==> src/verilog/ubcs_regs.svh <==
// Purpose: offsets, field positions, codes and timing counts for the bit-rate clock selector
// Assumes: crystal_input_clock is the block clock
// Notes: fixed-rate divisors are crystal cycles per 16x tick at the nominal crystal frequency
`ifndef UBCS_REGS_SVH
`define UBCS_REGS_SVH

`define UBCS_ADDR_W 8
`define UBCS_DATA_W 8
`define UBCS_RX_SRC_OFS 8'h30
`define UBCS_TX_SRC_OFS 8'h31
`define UBCS_STATUS_OFS 8'h32

`define UBCS_SEL_W 6
`define UBCS_SEL_MSB 5
`define UBCS_RSVD_W 2
`define UBCS_SRC_RESET 6'h0B

`define UBCS_CODE_LOW_LAST 6'h0C
`define UBCS_CODE_TIMER0 6'h0D
`define UBCS_CODE_EXT16 6'h0E
`define UBCS_CODE_EXT1 6'h0F
`define UBCS_CODE_HIGH_FIRST 6'h10
`define UBCS_CODE_HIGH_LAST 6'h1C
`define UBCS_CODE_TIMER1 6'h1D
`define UBCS_CODE_PGEN0 6'h1E
`define UBCS_CODE_MIDI 6'h1F
`define UBCS_CODE_PGEN1 6'h3E

`define UBCS_REF_HZ 14745600
`define UBCS_OVERSAMPLE 16
`define UBCS_DIV_W 15
`define UBCS_DIV(b) (`UBCS_REF_HZ / (`UBCS_OVERSAMPLE * (b)))
`define UBCS_DIV_TENTHS(b) (`UBCS_REF_HZ * 10 / (`UBCS_OVERSAMPLE * (b)))
`define UBCS_OS_CNT_W 4
`define UBCS_OS_LAST 4'hF

`define UBCS_ST_RX_RSVD 0
`define UBCS_ST_TX_RSVD 1
`define UBCS_ST_RX_1X 2
`define UBCS_ST_TX_1X 3
`define UBCS_ST_RX_EXT_SEEN 4
`define UBCS_ST_TX_EXT_SEEN 5

`endif

==> src/verilog/ubcs_pkg.sv <==
// Purpose: types shared by the bit-rate clock selector
// Assumes: nothing beyond the regs header
// Notes: source kinds are what a 6-bit select code decodes to
`default_nettype none
package ubcs_pkg;

    typedef enum {
        UBCS_SRC_FIXED,
        UBCS_SRC_TIMER0,
        UBCS_SRC_TIMER1,
        UBCS_SRC_PGEN0,
        UBCS_SRC_PGEN1,
        UBCS_SRC_EXT16,
        UBCS_SRC_EXT1,
        UBCS_SRC_NONE
    } ubcs_src_t;

    typedef struct packed {
        logic timer0_tick;
        logic timer1_tick;
        logic pgen0_tick;
        logic pgen1_tick;
    } ubcs_src_in_t;

    typedef struct packed {
        logic tick16;
        logic bit_tick;
        logic mode_1x;
        logic active;
    } ubcs_clk_out_t;

endpackage
`default_nettype wire

==> src/verilog/ubcs_rate_gen.sv <==
// Purpose: divides the crystal clock to one 16x tick per divisor cycles
// Assumes: divisor of at least one, restart a one-cycle pulse
// Notes: counting crystal cycles makes every fixed rate scale with the crystal
`default_nettype none
`timescale 1ns/1ps
`include "ubcs_regs.svh"
module ubcs_rate_gen
    import ubcs_pkg::*;
(
    input wire logic clk,
    input wire logic rst,
    input wire logic enable,
    input wire logic restart,
    input wire logic [`UBCS_DIV_W-1:0] divisor,
    output logic tick
);
    logic [`UBCS_DIV_W-1:0] cnt_q;

    // reload on restart so a new rate starts with a full period
    always_ff @(posedge clk) begin
        if (rst || restart || !enable) begin
            cnt_q <= '0;
        end else if (cnt_q >= divisor - `UBCS_DIV_W'(1)) begin
            cnt_q <= '0;
        end else begin
            cnt_q <= cnt_q + `UBCS_DIV_W'(1);
        end
    end

    assign tick = enable && !restart && (cnt_q >= divisor - `UBCS_DIV_W'(1));
endmodule // ubcs_rate_gen
`default_nettype wire

==> src/verilog/ubcs_top.sv <==
// Purpose: selects receiver and transmitter bit-rate clocks from a 6-bit code each
// Assumes: clk is the crystal clock; timer and generator ticks are one-cycle pulses at 16x rate
// Notes: external pins are sampled on clk, so they must run well below half its rate
//
// What this block does
// The receiver source register sits at 0x30 and the transmitter one at 0x31, code in bits 5:0.
// Bits 7:6 of both source registers are not stored and read back as zero.
// Fixed rates are counted off the crystal clock, so they follow its frequency in exact ratio.
// Codes 0x00 to 0x0C pick fixed rates 50 up to 38.4k baud in the listed order.
// Codes 0x10 to 0x1C pick fixed rates 75 up to 921.6k baud in the listed order.
// Code 0x0D picks timer zero, 0x1D timer one, 0x1E and 0x3E the two programmable generators, the rest high codes are reserved.
// For the transmitter, 0x0E and 0x0F take a 16x or 1x clock from the third general-purpose pin.
// For the receiver, 0x0E and 0x0F take a 16x or 1x clock from the fourth general-purpose pin.
// Code 0x1F picks the 31.25 kHz MIDI rate, with its small error at the nominal crystal.
// Receiver and transmitter each follow only their own register.
// All sources except external 1x are 16x clocks, and the bit tick is every sixteenth of them.
`default_nettype none
`timescale 1ns/1ps
`include "ubcs_regs.svh"
module ubcs_top
    import ubcs_pkg::*;
(
    input wire logic clk,
    input wire logic rst,
    input wire logic [`UBCS_ADDR_W-1:0] addr,
    input wire logic [`UBCS_DATA_W-1:0] wdata,
    input wire logic wr,
    input wire logic rd,
    output logic [`UBCS_DATA_W-1:0] rdata,
    input wire ubcs_src_in_t src_in,
    input wire logic gpio_three_in,
    input wire logic gpio_four_in,
    output ubcs_clk_out_t rx_clk,
    output ubcs_clk_out_t tx_clk
);

    // code to source kind
    function automatic ubcs_src_t decode_src(input logic [`UBCS_SEL_MSB:0] code);
        ubcs_src_t s;
        s = UBCS_SRC_NONE;
        if (code <= `UBCS_CODE_LOW_LAST) begin
            s = UBCS_SRC_FIXED;
        end else if (code >= `UBCS_CODE_HIGH_FIRST && code <= `UBCS_CODE_HIGH_LAST) begin
            s = UBCS_SRC_FIXED;
        end else begin
            case (code)
                `UBCS_CODE_TIMER0: s = UBCS_SRC_TIMER0;
                `UBCS_CODE_TIMER1: s = UBCS_SRC_TIMER1;
                `UBCS_CODE_PGEN0: s = UBCS_SRC_PGEN0;
                `UBCS_CODE_PGEN1: s = UBCS_SRC_PGEN1;
                `UBCS_CODE_EXT16: s = UBCS_SRC_EXT16;
                `UBCS_CODE_EXT1: s = UBCS_SRC_EXT1;
                `UBCS_CODE_MIDI: s = UBCS_SRC_FIXED;
                default: s = UBCS_SRC_NONE;
            endcase
        end
        return s;
    endfunction

    // crystal cycles per 16x tick; non-integer ratios truncate
    function automatic logic [`UBCS_DIV_W-1:0] fixed_div(input logic [`UBCS_SEL_MSB:0] code);
        logic [`UBCS_DIV_W-1:0] d;
        d = `UBCS_DIV_W'(1);
        case (code)
            6'h00: d = `UBCS_DIV_W'(`UBCS_DIV(50));
            6'h01: d = `UBCS_DIV_W'(`UBCS_DIV(110));
            6'h02: d = `UBCS_DIV_W'(`UBCS_DIV_TENTHS(1345));
            6'h03: d = `UBCS_DIV_W'(`UBCS_DIV(200));
            6'h04: d = `UBCS_DIV_W'(`UBCS_DIV(300));
            6'h05: d = `UBCS_DIV_W'(`UBCS_DIV(600));
            6'h06: d = `UBCS_DIV_W'(`UBCS_DIV(1200));
            6'h07: d = `UBCS_DIV_W'(`UBCS_DIV(1050));
            6'h08: d = `UBCS_DIV_W'(`UBCS_DIV(2400));
            6'h09: d = `UBCS_DIV_W'(`UBCS_DIV(4800));
            6'h0A: d = `UBCS_DIV_W'(`UBCS_DIV(7200));
            6'h0B: d = `UBCS_DIV_W'(`UBCS_DIV(9600));
            6'h0C: d = `UBCS_DIV_W'(`UBCS_DIV(38400));
            6'h10: d = `UBCS_DIV_W'(`UBCS_DIV(75));
            6'h11: d = `UBCS_DIV_W'(`UBCS_DIV(150));
            6'h12: d = `UBCS_DIV_W'(`UBCS_DIV(450));
            6'h13: d = `UBCS_DIV_W'(`UBCS_DIV(1800));
            6'h14: d = `UBCS_DIV_W'(`UBCS_DIV(2000));
            6'h15: d = `UBCS_DIV_W'(`UBCS_DIV(14400));
            6'h16: d = `UBCS_DIV_W'(`UBCS_DIV(19200));
            6'h17: d = `UBCS_DIV_W'(`UBCS_DIV(28800));
            6'h18: d = `UBCS_DIV_W'(`UBCS_DIV(57600));
            6'h19: d = `UBCS_DIV_W'(`UBCS_DIV(115200));
            6'h1A: d = `UBCS_DIV_W'(`UBCS_DIV(230400));
            6'h1B: d = `UBCS_DIV_W'(`UBCS_DIV(460800));
            6'h1C: d = `UBCS_DIV_W'(`UBCS_DIV(921600));
            6'h1F: d = `UBCS_DIV_W'(`UBCS_DIV(31250));
            default: d = `UBCS_DIV_W'(1);
        endcase
        return d;
    endfunction

    // one 16x or 1x edge from whichever source is chosen
    function automatic logic pick_tick(input ubcs_src_t s, input ubcs_src_in_t i,
                                       input logic gen, input logic ext_edge);
        logic t;
        t = 1'b0;
        case (s)
            UBCS_SRC_FIXED: t = gen;
            UBCS_SRC_TIMER0: t = i.timer0_tick;
            UBCS_SRC_TIMER1: t = i.timer1_tick;
            UBCS_SRC_PGEN0: t = i.pgen0_tick;
            UBCS_SRC_PGEN1: t = i.pgen1_tick;
            UBCS_SRC_EXT16: t = ext_edge;
            UBCS_SRC_EXT1: t = ext_edge;
            default: t = 1'b0;
        endcase
        return t;
    endfunction

    logic [`UBCS_SEL_MSB:0] rx_sel_q;
    logic [`UBCS_SEL_MSB:0] tx_sel_q;
    logic rx_restart_q;
    logic tx_restart_q;
    logic rx_wr;
    logic tx_wr;

    logic [`UBCS_DATA_W-1:0] rdata_q;
    logic [`UBCS_DATA_W-1:0] rdata_d;

    ubcs_src_t rx_src;
    ubcs_src_t tx_src;
    logic rx_is_ext1;
    logic tx_is_ext1;

    logic rx_gen_tick;
    logic tx_gen_tick;

    logic gpio_three_q;
    logic gpio_four_q;
    logic rx_ext_edge;
    logic tx_ext_edge;
    logic rx_raw;
    logic tx_raw;
    logic [`UBCS_OS_CNT_W-1:0] rx_os_q;
    logic [`UBCS_OS_CNT_W-1:0] tx_os_q;

    logic rx_tick16_q;
    logic tx_tick16_q;
    logic rx_bit_q;
    logic tx_bit_q;

    logic rx_ext_seen_q;
    logic tx_ext_seen_q;

    assign rx_wr = wr && (addr == `UBCS_RX_SRC_OFS);
    assign tx_wr = wr && (addr == `UBCS_TX_SRC_OFS);

    // reserved bits are never stored
    always_ff @(posedge clk) begin
        if (rst) begin
            rx_sel_q <= `UBCS_SRC_RESET;
        end else if (rx_wr) begin
            rx_sel_q <= wdata[`UBCS_SEL_MSB:0];
        end
    end

    always_ff @(posedge clk) begin
        if (rst) begin
            tx_sel_q <= `UBCS_SRC_RESET;
        end else if (tx_wr) begin
            tx_sel_q <= wdata[`UBCS_SEL_MSB:0];
        end
    end

    // any write restarts that side only, so the first tick is a full period
    always_ff @(posedge clk) begin
        if (rst) begin
            rx_restart_q <= 1'b1;
        end else begin
            rx_restart_q <= rx_wr;
        end
    end

    always_ff @(posedge clk) begin
        if (rst) begin
            tx_restart_q <= 1'b1;
        end else begin
            tx_restart_q <= tx_wr;
        end
    end

    assign rx_src = decode_src(rx_sel_q);
    assign tx_src = decode_src(tx_sel_q);
    assign rx_is_ext1 = rx_src == UBCS_SRC_EXT1;
    assign tx_is_ext1 = tx_src == UBCS_SRC_EXT1;

    ubcs_rate_gen u_rx_gen (
        .clk(clk),
        .rst(rst),
        .enable(rx_src == UBCS_SRC_FIXED),
        .restart(rx_restart_q),
        .divisor(fixed_div(rx_sel_q)),
        .tick(rx_gen_tick)
    );

    ubcs_rate_gen u_tx_gen (
        .clk(clk),
        .rst(rst),
        .enable(tx_src == UBCS_SRC_FIXED),
        .restart(tx_restart_q),
        .divisor(fixed_div(tx_sel_q)),
        .tick(tx_gen_tick)
    );

    // pins are synchronous inputs; a rising edge is one clock event
    always_ff @(posedge clk) begin
        if (rst) begin
            gpio_three_q <= 1'b0;
        end else begin
            gpio_three_q <= gpio_three_in;
        end
    end

    always_ff @(posedge clk) begin
        if (rst) begin
            gpio_four_q <= 1'b0;
        end else begin
            gpio_four_q <= gpio_four_in;
        end
    end

    assign tx_ext_edge = gpio_three_in && !gpio_three_q;
    assign rx_ext_edge = gpio_four_in && !gpio_four_q;

    assign rx_raw = !rx_restart_q && pick_tick(rx_src, src_in, rx_gen_tick, rx_ext_edge);
    assign tx_raw = !tx_restart_q && pick_tick(tx_src, src_in, tx_gen_tick, tx_ext_edge);

    // 16x events count to a bit; a 1x edge is a bit by itself
    always_ff @(posedge clk) begin
        if (rst || rx_restart_q) begin
            rx_os_q <= '0;
        end else if (rx_raw && rx_src != UBCS_SRC_EXT1) begin
            rx_os_q <= rx_os_q + `UBCS_OS_CNT_W'(1);
        end
    end

    always_ff @(posedge clk) begin
        if (rst || tx_restart_q) begin
            tx_os_q <= '0;
        end else if (tx_raw && tx_src != UBCS_SRC_EXT1) begin
            tx_os_q <= tx_os_q + `UBCS_OS_CNT_W'(1);
        end
    end

    always_ff @(posedge clk) begin
        if (rst) begin
            rx_tick16_q <= 1'b0;
            rx_bit_q <= 1'b0;
        end else begin
            rx_tick16_q <= rx_raw && rx_src != UBCS_SRC_EXT1;
            rx_bit_q <= rx_raw && (rx_src == UBCS_SRC_EXT1 || rx_os_q == `UBCS_OS_LAST);
        end
    end

    always_ff @(posedge clk) begin
        if (rst) begin
            tx_tick16_q <= 1'b0;
            tx_bit_q <= 1'b0;
        end else begin
            tx_tick16_q <= tx_raw && tx_src != UBCS_SRC_EXT1;
            tx_bit_q <= tx_raw && (tx_src == UBCS_SRC_EXT1 || tx_os_q == `UBCS_OS_LAST);
        end
    end

    // sticky until that side's source is rewritten; the event wins over the clear
    always_ff @(posedge clk) begin
        if (rst) begin
            rx_ext_seen_q <= 1'b0;
        end else if (rx_ext_edge && (rx_src == UBCS_SRC_EXT16 || rx_is_ext1)) begin
            rx_ext_seen_q <= 1'b1;
        end else if (rx_wr) begin
            rx_ext_seen_q <= 1'b0;
        end
    end

    always_ff @(posedge clk) begin
        if (rst) begin
            tx_ext_seen_q <= 1'b0;
        end else if (tx_ext_edge && (tx_src == UBCS_SRC_EXT16 || tx_is_ext1)) begin
            tx_ext_seen_q <= 1'b1;
        end else if (tx_wr) begin
            tx_ext_seen_q <= 1'b0;
        end
    end

    always_comb begin
        rx_clk = '0;
        rx_clk.tick16 = rx_tick16_q;
        rx_clk.bit_tick = rx_bit_q;
        rx_clk.mode_1x = rx_is_ext1;
        rx_clk.active = rx_src != UBCS_SRC_NONE;
    end

    always_comb begin
        tx_clk = '0;
        tx_clk.tick16 = tx_tick16_q;
        tx_clk.bit_tick = tx_bit_q;
        tx_clk.mode_1x = tx_is_ext1;
        tx_clk.active = tx_src != UBCS_SRC_NONE;
    end

    // read data stand only in the cycle after the strobe
    always_comb begin
        rdata_d = '0;
        case (addr)
            `UBCS_RX_SRC_OFS: rdata_d = {{`UBCS_RSVD_W{1'b0}}, rx_sel_q};
            `UBCS_TX_SRC_OFS: rdata_d = {{`UBCS_RSVD_W{1'b0}}, tx_sel_q};
            `UBCS_STATUS_OFS: begin
                rdata_d[`UBCS_ST_RX_RSVD] = rx_src == UBCS_SRC_NONE;
                rdata_d[`UBCS_ST_TX_RSVD] = tx_src == UBCS_SRC_NONE;
                rdata_d[`UBCS_ST_RX_1X] = rx_src == UBCS_SRC_EXT1;
                rdata_d[`UBCS_ST_TX_1X] = tx_src == UBCS_SRC_EXT1;
                rdata_d[`UBCS_ST_RX_EXT_SEEN] = rx_ext_seen_q;
                rdata_d[`UBCS_ST_TX_EXT_SEEN] = tx_ext_seen_q;
            end
            default: rdata_d = '0;
        endcase
    end

    always_ff @(posedge clk) begin
        if (rst) begin
            rdata_q <= '0;
        end else begin
            rdata_q <= rd ? rdata_d : '0;
        end
    end

    assign rdata = rdata_q;
endmodule // ubcs_top
`default_nettype wire

==> config.mk <==
export PLATFORM = sky130hd
export DESIGN_NAME = ubcs_top
export DESIGN_NICKNAME = d
export VERILOG_FILES = /design/src/verilog/ubcs_pkg.sv /design/src/verilog/ubcs_rate_gen.sv /design/src/verilog/ubcs_top.sv
export VERILOG_INCLUDE_DIRS = /design/src /design/src/verilog
export SDC_FILE = /design/constraint.sdc
export NUM_CORES = 1
export LEC_CHECK = 0
export BUFFER_PORTS_ARGS = -buffer_cell sky130_fd_sc_hd__buf_2
export CAP_MARGIN = 20
export CORE_ASPECT_RATIO = 1.5
export CORE_MARGIN = 1
export CORE_UTILIZATION = 35
export CTS_CLUSTER_SIZE = 25
export DETAILED_ROUTE_END_ITERATION = 12
export SETUP_SLACK_MARGIN = 0.5
export SKIP_CTS_REPAIR_TIMING = 1
export SYNTH_ARGS = -nofsm -noshare
export SYNTH_HDL_FRONTEND = slang
export SYNTH_SLANG_ARGS = --single-unit
export TNS_END_PERCENT = 1
==> constraint.sdc <==
create_clock -name clk -period 4.12 [get_ports clk]
set_input_delay 0.824 -clock clk [delete_from_list [all_inputs] [get_ports clk]]
set_output_delay 0.824 -clock clk [all_outputs]
set_load 0.005 [all_outputs]
Yosys cells after proc, flatten, opt, wreduce, memory -nomap -nowiden
Memories as Yosys holds them, arrays and structs flattened. A register that Yosys moved wholly into a read port is not among the register bits. Cells that the tools add are included.

Register bits after elaboration: 68. Bits in read-only memories: 960. Bits of input ports: 26. Word-level logic and storage cells: 138. Memories: 2.

Memory list: (name not given) (words 32, width 15, rd ports 1, clocked after memory_dff 1, write ports 0, RTL line ubcs_top.sv:64) `case (code)`; (name not given) (words 32, width 15, rd ports 1, clocked after memory_dff 1, write ports 0, RTL line ubcs_top.sv:64).

Add/subtract/negate cells: 6. Magnitude comparators: 8. Equality and inequality tests: 41. Mux-type cells: 19. Bitwise logic cells: 1. Reduce and logical (&&, ||, !) cells: 43.

Operator list (count): $eq 32x3->1 const B (6); $eq 32x4->1 const B (6); $eq 32x2->1 const B (4); $logic_not 32->1 (4); $ne 32x4->1 const B (4); $eq 32x1->1 const B (2); $pmux 3 s7 (2); $eq 6x4->1 const B (6); $eq 6x5->1 const B (6); $add 15x1->15 const B (2); $ge 15x15->1 (2); $mux 15 (2); $sub 15x1->15 const B (2); $eq 8x6->1 const B (3); $mux 5 (4); $logic_and 1x1->1 (18); $pmux 6 s3 (1); $eq 6x6->1 const B (2); $ge 6x5->1 const B (2); $le 6x4->1 const B (2); $le 6x5->1 const B (2); $mux 3 (4); $pmux 1 s6 (2); $reduce_or 2->1 (5); other kinds (7) (25).

Depth between registers and ports, before layout
Depth after elaboration: 10. Depth in mapped cells: 18.

Modules after synthesis
Synthesis repeated with hierarchy kept, for this count alone.

Cell total of the unflattened synthesis: 753. Area, all modules: 6197.2 um^2.

By module, submodules not included: ubcs_top (times used 1, cells an instance 467, area an instance 3784.9 um^2, sequential area each 1321.3 um^2); ubcs_rate_gen at u_tx_gen (times used 1, cells an instance 144, area an instance 1229.9 um^2, sequential area each 300.3 um^2); ubcs_rate_gen at u_rx_gen (times used 1, cells an instance 142, area an instance 1182.4 um^2, sequential area each 300.3 um^2).

Least setup slack after synthesis
No wires, ideal clock.

Path kind: register to register. Start: reg rx_sel_q[5]. End: reg rx_os_q[3]. Setup time: 0.070 ns. Data arrival time: 3.608 ns. Path slack: 0.442 ns. Stages on the path, launching flop included: 18. Cell sequence: dfxtp_1 clkbuf_1 inv_1 buf_2 clkbuf_1 nand2_1 ha_1 o21ai_0 or3_1 a32oi_1 ha_1 nand4_1 nor4_1 o32ai_2 a31oi_1 a211oi_4 or3_1 a21oi_1.

Longest elaborated chain between the ends: 10. Elaborated cells between the ends (all ways): 32. Classes of those cells: add/sub: 1; order compare: 4; eq/ne: 14; mux: 5; reduce/logical: 8.

RTL lines: start, declared (RTL line ubcs_top.sv:115) `` logic [`UBCS_SEL_MSB:0] rx_sel_q; ``; start signal, assigned (RTL line ubcs_top.sv:156) `` rx_sel_q <= `UBCS_SRC_RESET; ``; start signal, assigned (RTL line ubcs_top.sv:158) `` rx_sel_q <= wdata[`UBCS_SEL_MSB:0]; ``; parallel branches: the longest is 9 deep, another holds $sub 15x1->15; $logic_and 1x1->1 (*) (RTL line ubcs_top.sv:237) `end else if (rx_raw && rx_src != UBCS_SRC_EXT1) begin`; end signal, assigned (RTL line ubcs_top.sv:238) `` rx_os_q <= rx_os_q + `UBCS_OS_CNT_W'(1); ``; end, declared (RTL line ubcs_top.sv:139) `` logic [`UBCS_OS_CNT_W-1:0] rx_os_q; ``.

Every way passes the cells marked *. A chain may end at the register's enable or synchronous reset.

==> run_results.csv <==
group,metric,value,unit
clock_tree,cts_buffers,9,
sta,min_period,3530,ps
placement,gp_congestion,0.830,
finish,area_growth,11.1,%
logic_synthesis,synth-simple-area-share,25.4,%
logic_synthesis,synth_largest_area_cell,"dfxtp_1",
finish,n_fill_cell,1745,
global_route,grt_pass1_vias,4825,
placement,dp_hpwl,10900,um
clock_tree,cts_max_path_buffers,2,
logic_synthesis,synthAdderAreaFrac,9.47,%
finish,fin_cells,986,
drt,drc,0,
sta,fmax,284,MHz
floorplan,core,0.0169,sq mm
logic_synthesis,async_flop_share,0,%
sta,slew_violations,0,
logic_synthesis,synthTopCellsByCount,"99 x nor2_1, 96 x dfxtp_1, 68 x nand2_1",
sta,setup-tns-final,0,ps
floorplan,dieWidth,110,um
min_path,hp-class,"reg -> reg",
finish,final_cell_area,0.00675,sq mm
clock_tree,cts_tree,"built",
run,cap_violations,0,
placement,placed_cells,967,
logic_synthesis,synth_flop_cell,"dfxtp_1",
clock_tree,worstSkewPairLatency,350,ps
logic_synthesis,muxShareOfSynthArea,5.33,%
outcome,status,"finished, final reports clean",
drt,post_drt_wl_per_cell,14.3,um
clock_tree,cts_root_buf,"clkbuf_16",
sta,final_hold_viol_count,0,
clock_tree,cts.reportedPaths.clkPinSlew,70,ps
placement,place_area,0.00637,sq mm
logic_synthesis,synth_edf_count,0,
global_route,grt_util_all_layers,16.6,%
placement,io_buffer_count,37,
setup_path,worstSetupEndpoint,"rx_os_q[1]$_SDFFE_PP0P_",
logic_synthesis,syn_inst,753,
setup_path,start_kind,"flop",
floorplan,start_util,35.9,%
drt,drtAntennaViolNets,0,
drt,num_vias,5213,
setup_path,arrival,3770,ps
logic_synthesis,syn_area,0.00608,sq mm
sta,rsz0062_at_grt,"yes",
logic_synthesis,synth_seq_area_share,31.6,%
clock_tree,ctsHtreeMaxLevel,3,
setup_path,critPathKind,"reg -> reg",
logic_synthesis,synth_seq_cells,96,
logic_synthesis,yosysMostFrequentCell,"nor2_1",
global_route,grt_pass1_wl,23000,um
sta,tightestPinTransition,771,ps
global_route,gr-total-overflow,0,
floorplan,dieArea,0.0179,sq mm
sta,setup_viol,0,
logic_synthesis,synth_cell_types,68,
setup_path,crit_slowest_cell,"or4_4",
logic_synthesis,synth_area_leaders,"dfxtp_1 32%, ha_1 9.5%, nor2_1 6.1%",
floorplan,die_y,163,um
drt,drt_pass1_iterations,5,
setup_path,r2r_slack,590,ps
clock_tree,cts.sinks,96,
power,ir_drop,0.238,mV
setup_path,path_cells,"nor4_4 -> nand2b_1 -> or4_4 -> nand3b_1 -> o311ai_1 -> o21a_1 -> ha_1 -> a21oi_2 -> o21ai_1 -> o32ai_2 -> a31oi_2 -> a211oi_4 -> mux2i_1 -> nor2_1",
logic_synthesis,synth_compound_area_share,16.3,%
logic_synthesis,synth_warnings,0,
setup_path,reg2reg_depth,14,
sta,finClkSkew,5.12,ps
setup_path,critPathCaptureType,"flop",
power,power_density,268,mW/mm^2
floorplan,num_io_pins,42,
logic_synthesis,synth_top_family_by_area,"simple AND/OR/NAND/NOR gates",
power,p_total,0.00181,W
global_route,grt_antenna_before_repair,0,
setup_path,crit_fanout,6,
power,leakagePower,2.80,nW
sta,maxSlewHeadroom,47.2,%
sta,finalCritPeriodShare,85.6,%
drt,drt_iter0_drc,224,
finish,nets,843,
setup_path,r2r_end,"rx_os_q[1]$_SDFFE_PP0P_",
logic_synthesis,synth_top_area_share,31.6,%
logic_synthesis,synth_xor_area_share,6.34,%
setup_path,cp.required,4360,ps
logic_synthesis,syn_avg_cell_area,8.07,sq um
drt,viasPerCell,5.29,
setup_path,critPathMaxStageDelay,440,ps
finish,drive_gt1_share,12.5,%
drt,wl,14100,um
global_route,grt_max_degree,24,
floorplan,fp-row-count,58,
finish,antennaDiodeCount,0,
layout by cell type, fill, tap and decap left out, types with 3 or more instances in the layout:
master     count
a21o_1         4
or2_2          5
mux2i_1       25
nor4_1         5
xor2_1        17
o21ai_1        3
ha_1          46
a211oi_1       7
o31ai_1        7
nor3b_1        3
o21ai_0       27
nor2_1        99
a211o_1        3
inv_1         26
nand4b_1       4
a32oi_1        3
nor4_4         3
a21oi_1       35
nand2b_1      14
nor3_1        22
mux2_2         4
a22oi_1        4
nand4_1       13
nor2b_1       12
and3_1        12
nand3b_1       3
dfxtp_1       94
clkbuf_16      9
o311ai_0       3
nand3_1       31
xnor2_1       27
buf_4         13
o22ai_1        5
nand2_1       68
o211ai_1       4
a31oi_1       11
buf_2         37
or3_1          7
o21a_1         9
cell type report:
| cell class | instances | area, sq um | share of cell area (%) |
|---|---|---|---|
| repair buffers | 50 | 283 | 4.19 |
| inverters | 26 | 97.6 | 1.45 |
| clock inverters | 6 | 51.3 | 0.760 |
| clock buffers | 10 | 229 | 3.39 |
| flip-flops and latches | 96 | 1920 | 28.5 |
| multi-input cells | 588 | 3910 | 57.8 |
| well taps | 210 | 263 | 3.89 |
worst max-delay path: cells and delay by family, from the launching register on:
family	cells	cell delay, ps
AOI/OAI and AO/OA	7	1490
adders and majority gates	1	260
DFF	1	350
muxes	1	220
and+or+nand+nor	5	1110
metal layers:
layer	GRT usage (%)	vias up	share of wire, %
li1	-	2693	-
met1	17.6	2426	41
met2	30.9	73	54
met3	3.55	21	2.7
met4	7.21	0	2.3
met5	0	-	0
worst min-delay path by stage:
stage	slack, ps	cells past startpoint	end	start
after floorplan	440	1	u_rx_gen.cnt_q[0]$_SDFF_PP0_	u_rx_gen.cnt_q[0]$_SDFF_PP0_
after global placement	460	2	rx_ext_seen_q$_SDFFE_PP0P_	rx_ext_seen_q$_SDFFE_PP0P_
after detailed placement	470	2	rx_ext_seen_q$_SDFFE_PP0P_	rx_ext_seen_q$_SDFFE_PP0P_
after CTS	480	2	rx_ext_seen_q$_SDFFE_PP0P_	rx_ext_seen_q$_SDFFE_PP0P_
after global routing	500	2	rx_ext_seen_q$_SDFFE_PP0P_	rx_ext_seen_q$_SDFFE_PP0P_
final	480	2	rx_ext_seen_q$_SDFFE_PP0P_	rx_ext_seen_q$_SDFFE_PP0P_
report_power, final:
group | leakage, nW | total [W] | internal, W | switching [W]
registers | 0.776 | 0.000937 | 0.000932 | 0.00000529
clock network | 0.139 | 0.000810 | 0.000420 | 0.000390
logic | 1.88 | 0.0000656 | 0.0000274 | 0.0000382
logic make-up after synthesis:
kind of cell | Yosys count
flip-flops | 96
XOR/XNOR | 44
AO/OA/AOI/OAI | 149
multiplexers | 31
AND/OR/NAND/NOR | 316
buffers and inverters | 70
adder cells (fa/ha/maj) | 46
other | 1
stage by stage:
stage	utilization (%)	hold WS, ps	setup WS, ps
floorplan	-	437	488
global placement	37.7	463	420
detailed placement	37.7	466	343
CTS	39.4	476	334
global route	39.9	504	392
finish	39.9	478	594
No activity file was read; power rests on OpenSTA's default activity.
